### src/rsr_pkg.sv
/*
  rsr_pkg: constants and carriers for the regulator status, ramp-rate and
  target-voltage register bank.
  assumes: used by rsr_top and rsr_ramp_decode; no imports anywhere.
*/
package rsr_pkg;
  localparam logic [1:0] REG_STATUS = 2'h0;
  localparam logic [1:0] REG_RAMP = 2'h1;
  localparam logic [1:0] REG_TARGET = 2'h2;
  localparam int ST_INT_ERR = 7;
  localparam int ST_THERMAL = 5;
  localparam int ST_LOW = 4;
  localparam int ST_HIGH = 3;
  localparam int ST_OVERCUR = 2;
  localparam int ST_CEILING = 1;
  localparam logic [7:0] STATUS_RESET = 8'h00;
  localparam int RAMP_W = 4;
  localparam int CODE_W = 7;
  localparam logic [3:0] RAMP_LAST_LEGAL = 4'h9;
  // rates in units of 0.5 mV/us; 12.5 mV step scales by 5/4
  localparam int RATE_W = 8;
  localparam int RATE_SCALE_NUM = 5;
  localparam int RATE_SCALE_DEN = 4;

  typedef struct packed {
    logic [RATE_W-1:0] soft_start;
    logic [RATE_W-1:0] dynamic;
  } rsr_rates_s;

  typedef struct packed {
    logic internal_trim_error;
    logic thermal_shutdown_flag;
    logic output_low_flag;
    logic output_high_flag;
    logic overcurrent_flag;
    logic ceiling_error_flag;
  } rsr_status_s;
endpackage

### src/rsr_sticky.sv
/*
  rsr_sticky: one flag latched by an event, cleared by a status read.
  assumes: event and clear are one-cycle qualifiers in the sys_clk domain.
*/
`timescale 1ns/1ps
module rsr_sticky (
  input wire logic sys_clk,
  input wire logic rst_b,
  input wire logic event_in,
  input wire logic clear_in,
  output logic flag
);
  logic flag_next;

  // an event in the clearing cycle survives the read
  always_comb begin
    flag_next = flag;
    if (clear_in) begin
      flag_next = 1'b0;
    end
    if (event_in) begin
      flag_next = 1'b1;
    end
  end

  always_ff @(posedge sys_clk) begin
    if (!rst_b) begin
      flag <= 1'b0;
    end else begin
      flag <= flag_next;
    end
  end
endmodule

### src/rsr_ramp_decode.sv
/*
  rsr_ramp_decode: ramp code plus step select to soft-start and dynamic rates.
  assumes: rates in 0.5 mV/us units; reserved codes give zero.
*/
`timescale 1ns/1ps
module rsr_ramp_decode (
  input wire logic [rsr_pkg::RAMP_W-1:0] code,
  input wire logic step_size_select,
  output rsr_pkg::rsr_rates_s rates
);
  rsr_pkg::rsr_rates_s base;
  logic [rsr_pkg::RATE_W+2:0] ss_scaled;
  logic [rsr_pkg::RATE_W+2:0] dyn_scaled;

  always_comb begin
    unique case (code)
      4'h0: base = '{8'h2C, 8'h2C};
      4'h1: base = '{8'h16, 8'h2C};
      4'h2: base = '{8'h0B, 8'h2C};
      4'h3: base = '{8'h16, 8'h16};
      4'h4: base = '{8'h0B, 8'h16};
      4'h5: base = '{8'h58, 8'h58};
      4'h6: base = '{8'h2C, 8'h58};
      4'h7: base = '{8'h16, 8'h58};
      4'h8: base = '{8'h0B, 8'h58};
      4'h9: base = '{8'h0B, 8'h0B};
      default: base = '{8'h00, 8'h00};
    endcase
  end

  // 1.25x for the coarse step; truncation loses under 0.5 mV/us
  always_comb begin
    ss_scaled = {3'h0, base.soft_start};
    dyn_scaled = {3'h0, base.dynamic};
    if (step_size_select) begin
      ss_scaled = 11'((ss_scaled * rsr_pkg::RATE_SCALE_NUM) / rsr_pkg::RATE_SCALE_DEN);
      dyn_scaled = 11'((dyn_scaled * rsr_pkg::RATE_SCALE_NUM) / rsr_pkg::RATE_SCALE_DEN);
    end
    rates.soft_start = ss_scaled[rsr_pkg::RATE_W-1:0];
    rates.dynamic = dyn_scaled[rsr_pkg::RATE_W-1:0];
  end
endmodule

### src/rsr_top.sv
/*
  rsr_top: status, ramp-rate and target-voltage registers of a step-down
  regulator, behind a simple register port fed by the serial bus engine.
  assumes: all inputs synchronous to sys_clk; otp values steady at reset
  release; serial engine raises reg_rd/reg_wr for one cycle per access.
*/
`timescale 1ns/1ps
module rsr_top (
  input wire logic sys_clk,
  input wire logic rst_b,
  input wire logic [1:0] reg_addr,
  input wire logic reg_wr,
  input wire logic reg_rd,
  input wire logic [7:0] reg_wdata,
  input wire logic [rsr_pkg::RAMP_W-1:0] otp_ramp_code,
  input wire logic [rsr_pkg::CODE_W-1:0] otp_voltage_code,
  input wire logic [rsr_pkg::CODE_W-1:0] voltage_ceiling_code,
  input wire logic step_size_select,
  input wire logic normal_mode,
  input wire logic trim_incomplete,
  input wire logic thermal_event,
  input wire logic overcurrent_event,
  input wire logic output_below_target,
  input wire logic output_above_target,
  output logic [7:0] reg_rdata,
  output logic reg_rvalid,
  output logic [rsr_pkg::RAMP_W-1:0] ramp_rate_code,
  output logic [rsr_pkg::CODE_W-1:0] applied_voltage_code,
  output logic ceiling_error_flag,
  output logic [rsr_pkg::RATE_W-1:0] soft_start_rate,
  output logic [rsr_pkg::RATE_W-1:0] dynamic_voltage_ramp
);
  logic status_read;
  logic load_reg;
  logic load_next;
  logic [rsr_pkg::RAMP_W-1:0] ramp_reg;
  logic [rsr_pkg::RAMP_W-1:0] ramp_next;
  logic [rsr_pkg::CODE_W-1:0] target_reg;
  logic [rsr_pkg::CODE_W-1:0] target_next;
  rsr_pkg::rsr_status_s stat_reg;
  rsr_pkg::rsr_status_s stat_next;
  logic thermal_latched;
  logic overcur_latched;
  logic over_ceiling;
  logic [7:0] status_byte;
  logic [7:0] rdata_next;
  logic rvalid_next;
  logic [rsr_pkg::CODE_W-1:0] applied_next;
  rsr_pkg::rsr_rates_s rates;
  rsr_pkg::rsr_rates_s rates_reg;

  assign status_read = reg_rd && (reg_addr == rsr_pkg::REG_STATUS);
  // ceiling compare only counts in normal mode
  assign over_ceiling = normal_mode && (target_reg > voltage_ceiling_code);

  rsr_sticky u_thermal (
    .sys_clk(sys_clk),
    .rst_b(rst_b),
    .event_in(thermal_event),
    .clear_in(status_read),
    .flag(thermal_latched)
  );

  rsr_sticky u_overcur (
    .sys_clk(sys_clk),
    .rst_b(rst_b),
    .event_in(overcurrent_event),
    .clear_in(status_read),
    .flag(overcur_latched)
  );

  rsr_ramp_decode u_decode (
    .code(ramp_reg),
    .step_size_select(step_size_select),
    .rates(rates)
  );

  // otp values are taken on the first clock after reset release
  always_comb begin
    load_next = 1'b1;
    ramp_next = ramp_reg;
    target_next = target_reg;
    if (!load_reg) begin
      ramp_next = otp_ramp_code;
      target_next = otp_voltage_code;
    end else if (reg_wr) begin
      if (reg_addr == rsr_pkg::REG_RAMP) begin
        ramp_next = reg_wdata[rsr_pkg::RAMP_W-1:0];
      end
      if (reg_addr == rsr_pkg::REG_TARGET) begin
        target_next = reg_wdata[rsr_pkg::CODE_W-1:0];
      end
    end
  end

  always_ff @(posedge sys_clk) begin
    if (!rst_b) begin
      load_reg <= 1'b0;
      ramp_reg <= '0;
      target_reg <= '0;
    end else begin
      load_reg <= load_next;
      ramp_reg <= ramp_next;
      target_reg <= target_next;
    end
  end

  // live flags sampled each cycle, so a read sees last cycle's level
  always_comb begin
    stat_next.internal_trim_error = trim_incomplete;
    stat_next.thermal_shutdown_flag = thermal_latched;
    stat_next.output_low_flag = output_below_target;
    stat_next.output_high_flag = output_above_target;
    stat_next.overcurrent_flag = overcur_latched;
    stat_next.ceiling_error_flag = over_ceiling;
  end

  always_comb begin
    status_byte = 8'h00;
    status_byte[rsr_pkg::ST_INT_ERR] = stat_reg.internal_trim_error;
    status_byte[rsr_pkg::ST_THERMAL] = stat_reg.thermal_shutdown_flag;
    status_byte[rsr_pkg::ST_LOW] = stat_reg.output_low_flag;
    status_byte[rsr_pkg::ST_HIGH] = stat_reg.output_high_flag;
    status_byte[rsr_pkg::ST_OVERCUR] = stat_reg.overcurrent_flag;
    status_byte[rsr_pkg::ST_CEILING] = stat_reg.ceiling_error_flag;
  end

  // in normal mode only, clamp keeps the converter at or below the ceiling even on bad writes
  always_comb begin
    applied_next = over_ceiling ? voltage_ceiling_code : target_reg;
    rvalid_next = reg_rd;
    rdata_next = reg_rdata;
    if (reg_rd) begin
      unique case (reg_addr)
        rsr_pkg::REG_STATUS: rdata_next = status_byte;
        rsr_pkg::REG_RAMP: rdata_next = {4'h0, ramp_reg};
        rsr_pkg::REG_TARGET: rdata_next = {1'b0, target_reg};
        default: rdata_next = 8'h00;
      endcase
    end
  end

  always_ff @(posedge sys_clk) begin
    if (!rst_b) begin
      stat_reg <= '0;
      reg_rdata <= 8'h00;
      reg_rvalid <= 1'b0;
      applied_voltage_code <= '0;
      rates_reg <= '0;
    end else begin
      stat_reg <= stat_next;
      reg_rdata <= rdata_next;
      reg_rvalid <= rvalid_next;
      applied_voltage_code <= applied_next;
      rates_reg <= rates;
    end
  end

  assign ramp_rate_code = ramp_reg;
  assign ceiling_error_flag = stat_reg.ceiling_error_flag;
  assign soft_start_rate = rates_reg.soft_start;
  assign dynamic_voltage_ramp = rates_reg.dynamic;
endmodule

### config.mk
export PLATFORM = sky130hd
export DESIGN_NAME = rsr_top
export DESIGN_NICKNAME = d
export VERILOG_FILES = /design/src/rsr_pkg.sv /design/src/rsr_sticky.sv /design/src/rsr_ramp_decode.sv /design/src/rsr_top.sv
export SDC_FILE = /design/constraint.sdc
export NUM_CORES = 1
export LEC_CHECK = 0
export ABC_AREA = 1
export BUFFER_PORTS_ARGS = -buffer_cell sky130_fd_sc_hd__buf_2
export CORE_MARGIN = 5
export CORE_UTILIZATION = 40
export CTS_CLUSTER_DIAMETER = 60
export DETAILED_ROUTE_END_ITERATION = 7
export PLACE_DENSITY = 0.68
export SYNTH_ARGS = -nofsm -noshare
export SYNTH_HDL_FRONTEND = slang
export SYNTH_SLANG_ARGS = --single-unit
export TNS_END_PERCENT = 10
### constraint.sdc
create_clock -name sys_clk -period 2.7 [get_ports sys_clk]
set_input_delay 0.54 -clock sys_clk [delete_from_list [all_inputs] [get_ports sys_clk]]
set_output_delay 0.54 -clock sys_clk [all_outputs]
set_load 0.02 [all_outputs]
Word-level counts from Yosys, hierarchy flattened
Memories as Yosys holds them, arrays and structs flattened. A register that Yosys moved wholly into a read port is not among the register bits.
Cells that the tools add are included.
Widths: inputs -> output; s select.
- input bits: 39
- memories kept: 1
- output and inout bits: 37
- memory bits (read-only): 224
- flip-flop bits (word level): 52
- logic and storage cells: 48
- magnitude comparators: 1
- reduce and logical (&&, ||, !) cells: 7
- equal/unequal tests: 5
- multiply operators: 2
- multiplexer cells: 16
- memory list (name ; depth ; width ; read ports ; clocked after Yosys merged registers in ; wr ports ; line ; source):
    (name not given) ; 16 ; 14 ; 1 ; 1 ; 0 ; rsr_ramp_decode.sv:16 ; unique case (code)
- operator list (operator ; number):
    $mux 7 ; 4
    $pmux 8 s3 ; 1
    $mul 8x3->10 const B ; 2
    $mux 4 ; 5
    $mux 8 ; 2
    $gt 7x7->1 ; 1
    $mux 1 ; 4
    $ne 2x1->1 const B ; 2
    $reduce_and 2->1 ; 2
    $reduce_bool 2->1 ; 2
    $eq 2x1->1 const B ; 1
    $eq 2x2->1 const B ; 1
    $logic_and 1x1->1 ; 2
    $logic_not 2->1 ; 1
    $ne 2x2->1 const B ; 1

Depth between registers and ports, before layout
- word-level depth: 6
- mapped depth: 14
- mapped depth without buffers: 12

Hierarchy
Synthesis repeated with hierarchy kept, for this count alone.
- cell total of the unflattened synthesis: 454
- area total of the unflattened synthesis: 3205.6 µm²
- by module, submodules not included (module ; cells an instance ; seq. area each (µm²) ; area an instance (µm²) ; times used):
    rsr_top ; 279 ; 1001.0 ; 2065.7 ; 1
    rsr_ramp_decode ; 163 ; 0.0 ; 1052.3 ; 1
    rsr_sticky ; 6 ; 20.0 ; 43.8 ; 2

Worst setup path before layout
Ideal clock, no wire load.
- path type: input to register
- start: input reg_addr[1]
- end: register, netlist name u_decode.base[8]
- buffers on the path: 0
- arrival time: 1834 ps
- slack: 753 ps
- data required time: 2587 ps
- library setup time: 113 ps
- cell stages on the path: 12
- cells stage by stage: inv_2 > nand3_4 > nand2_2 > nand2_1 > nand2_1 > inv_1 > nor2_1 > inv_1 > ha_1 > nand3b_1 > nand3_1 > nand2_1
- word-level cells in the longest chain between the ends: 5
- RTL lines (item ; line ; source):
    start: declaration ; rsr_top.sv:11 ; input wire logic [1:0] reg_addr,
    $eq 2x1->1 ; rsr_top.sv:87 ; if (reg_addr == rsr_pkg::REG_RAMP) begin
    $ne 2x1->1 (no source line) ; -- ;
    $reduce_and 2->1 (no source line) ; -- ;
    $mux 4 (no source line) (2 in series) ; -- ;
No other way between the ends.
A chain may end at the register's enable or synchronous reset.

Worst setup path in the final report
- start: register load_reg
- end: register, netlist name u_decode.base[8]
- word-level cells in the longest chain between the ends: 4
- elaborated cells on any way between the ends: 6
- those cells by class: eq/ne (2); mux (3); reduce/logical (1)
- RTL lines (item ; line ; source):
    start: declaration ; rsr_top.sv:34 ; logic load_reg;
    start signal: assignment ; rsr_top.sv:102 ; load_reg <= load_next;
    $ne 2x1->1 (no source line) or $ne 2x2->1 (tied branches) ; -- ;
    $reduce_and 2->1 (no source line) ; -- ;
    $mux 4 (no source line) (*) (2 in series) ; -- ;
Mark *: on every way between the ends. The rest lies on a longest branch, timed or not.

==> impl_metrics.toml <==
[floorplan]
row_count = 33
boundaryPins = 76
fp.dieH_um = 102
die_w_um = 102
standard_cell_core_area_um2 = 8220
die_area_um2 = 10400
initial_core_util_pct = 41.1

[clocking]
numCtsBuffers = 9
ctsHoldBuffers = 0
clockRootBuffer = "clkbuf_8"
cts_resized = 0
clk_latency_ns = 0.34
tritoncts_clock_tree = "built"
clock-sinks = 66
post_cts.repair.setup_buffers = 0
path_clk_slew_ns = 0.07
cts-root-to-sink-buffers = 2
cts.htree.levels = 3

[timing]
min_period_over_period_pct = 80.7
finalSetupViolCount = 0
setup_slack_ns = 0.520
finalMaxSlewViolations = 0
post-route-min-period_ns = 2.18
fin_worst_skew_ns = 0.00743
final.setup.tns_ns = 0
max_clock_freq_mhz = 459
timing.max_slew.rel_slack_pct = 66.7
worst_pin_slew_ns = 0.498
timing.final.hold_violations = 0
rsz_0062_raised_after_global_routing = "no"

[drt]
wl_per_cell_um = 12.3
detail_route.first_pass.iterations = 4
total_routed_wirelength_um = 7730
vias_per_cell = 4.79
drt_first_iter_violations = 130
detail-route-antenna-nets = 0
routed-via-count = 2999
detail_route.drc_violations = 0

[synth]
synth_edf_count = 0
synth.lib_cells_used.distinct = 31
synth_area_um2 = 3380
synth_cells = 443
synth_top_area_share_pct = 39.1
ys_top_cells_by_area = "dfxtp_1, ha_1, nand2_1"
postSynthNetCount = 518
synth_area_per_cell_um2 = 7.62
ys.warnings.count = 0
register_bit_count_reported_by_yosys = 66
async_reset_ff_share_pct = 0
synth.largest_area_cell = "dfxtp_1"
synth_seq_area_share_pct = 39.1
synth_top_flop_cell = "dfxtp_1"

[placed_design]
detailed_placer_s_ending_hpwl_um = 5890
dpl.cell_count = 611
gp_congestion = 0.828
numPortBuffers = 74
pre_cts_slack_ns = 0.365

[power]
power_density_nw_per_um2 = 637
static-leakage-power_nw = 2.15
irDropWorstVdd_mv = 0.241

[worst_hold_path]
min_path_type = "in2reg"

[grt]
grt_max_degree = 37
grt_pass1_wl_um = 12700
number_of_global_route_vias_before_repair = 2771
grtUsageTotal_pct = 15.6
grt_remaining_overflow = 0
antenna_found_initial = 0

[final_layout]
finish.utilization_pct = 48.9
largest_register_ff_count = 14
finalNonFillerCells = 626
diodes = 0
drive_above_1_share_pct = 21.5
num-nets-final = 592
layout-area-overhead-vs-synth_pct = 19.0

[setup_path]
critical_path.startpoint_type = "flip-flop"
worstPathMaxFanout = 10
r2r_setup_slack_ns = 0.52
cp-end-kind = "flip-flop"
worstPathArrival_ns = 2.41
required_ns = 2.93
critPathKind = "reg2reg"

[run_status]
run_status = "finished clean"

[flow_run]
drv.max_cap_violation_count = 0
## worst max-delay path, stage by stage (launching register included)
cell and delay, ns:
dfxtp_1 0.49, buf_4 0.23, nand3_1 0.08, nand2_1 0.13, inv_1 0.10, nor2_1 0.27, inv_1 0.14, ha_1 0.24
nand3b_1 0.22, nand3_1 0.12, nand2_1 0.05
## cell type report
cell class	count	area [µm²]
Inverter	54	203
Fill cell	807	4200
Tap cell	105	131
Sequential cell	66	1320
Timing Repair Buffer	78	400
Clock buffer	13	169
Clock inverter	2	35.0
Multi-Input combinational cell	308	1760
## power breakdown
part           internal [mW]  switching [mW]  leakage [nW]
Combinational          0.232           0.364          1.50
Clock                  0.496           0.359         0.106
Sequential              1.06          0.0463         0.546
Total                   1.79           0.769          2.15
## per-stage QoR
| step | hold slack, ns | total power [mW] | area [µm²] |
|---|---|---|---|
| after floorplan | 0.400 | 1.57 | 3380 |
| after global placement | 0.411 | 1.71 | 3810 |
| after detailed placement | 0.420 | 1.73 | 3810 |
| after CTS | 0.363 | 2.60 | 4020 |
| after global routing | 0.396 | 2.73 | 4020 |
| final | 0.380 | 2.56 | 4020 |
## cell usage in the layout (no fill, tap or decap), drive strengths merged
master  netlist  routed
a21boi        1       1
a21o          1       1
a21oi        32      32
a31oi         7       7
buf           8      78
bufinv        0       1
clkbuf        7      13
clkinv        0       1
dfxtp        66      66
fa            2       2
ha           34      34
inv          54      54
nand2       112     112
nand3        33      33
nand3b        4       4
nor2         51      51
nor3          2       2
nor3b         2       2
o21ai        20      20
o221ai        1       1
xnor2         4       4
xor2          2       2
## routing by layer
layer	track usage, %	vias to the layer above	share of wire (%)
li1	-	1557	-
met1	19.6	1370	45
met2	25.4	62	47
met3	4.51	10	6.2
met4	5.95	0	1.8
met5	0	-	0
## cells in the mapped netlist, types with 2 or more instances
library cell	count
nand2_1	100
dfxtp_1	66
inv_1	52
nor2_1	50
ha_1	34
a21oi_1	31
nand3_1	30
o21ai_0	19
nand2_2	10
a31oi_1	7
clkbuf_1	7
buf_6	4
nand3b_1	4
xnor2_1	4
buf_2	3
fa_1	2
inv_2	2
nand2_4	2
nand3_2	2
nor3b_1	2
xor2_1	2
## path summary, 6_finish.rpt
path	start	endpoint	depth (start not counted)
max	load_reg	u_decode.base[8]	10
min	trim_incomplete	stat_reg[5]	3
max reg2reg	load_reg	u_decode.base[8]	10
min reg2reg	u_thermal.flag	stat_reg[4]	2
## kinds of logic after synthesis
family	after synthesis	share of synthesized area (%)
AO/OA/AOI/OAI	62	10.0
adder cells (fa/ha/maj)	36	13.8
AND/OR/NAND/NOR	204	26.7
flip-flops	66	39.1
XOR/XNOR	6	1.56
buffers and inverters	69	8.78
(Power assumes the default switching activity.)
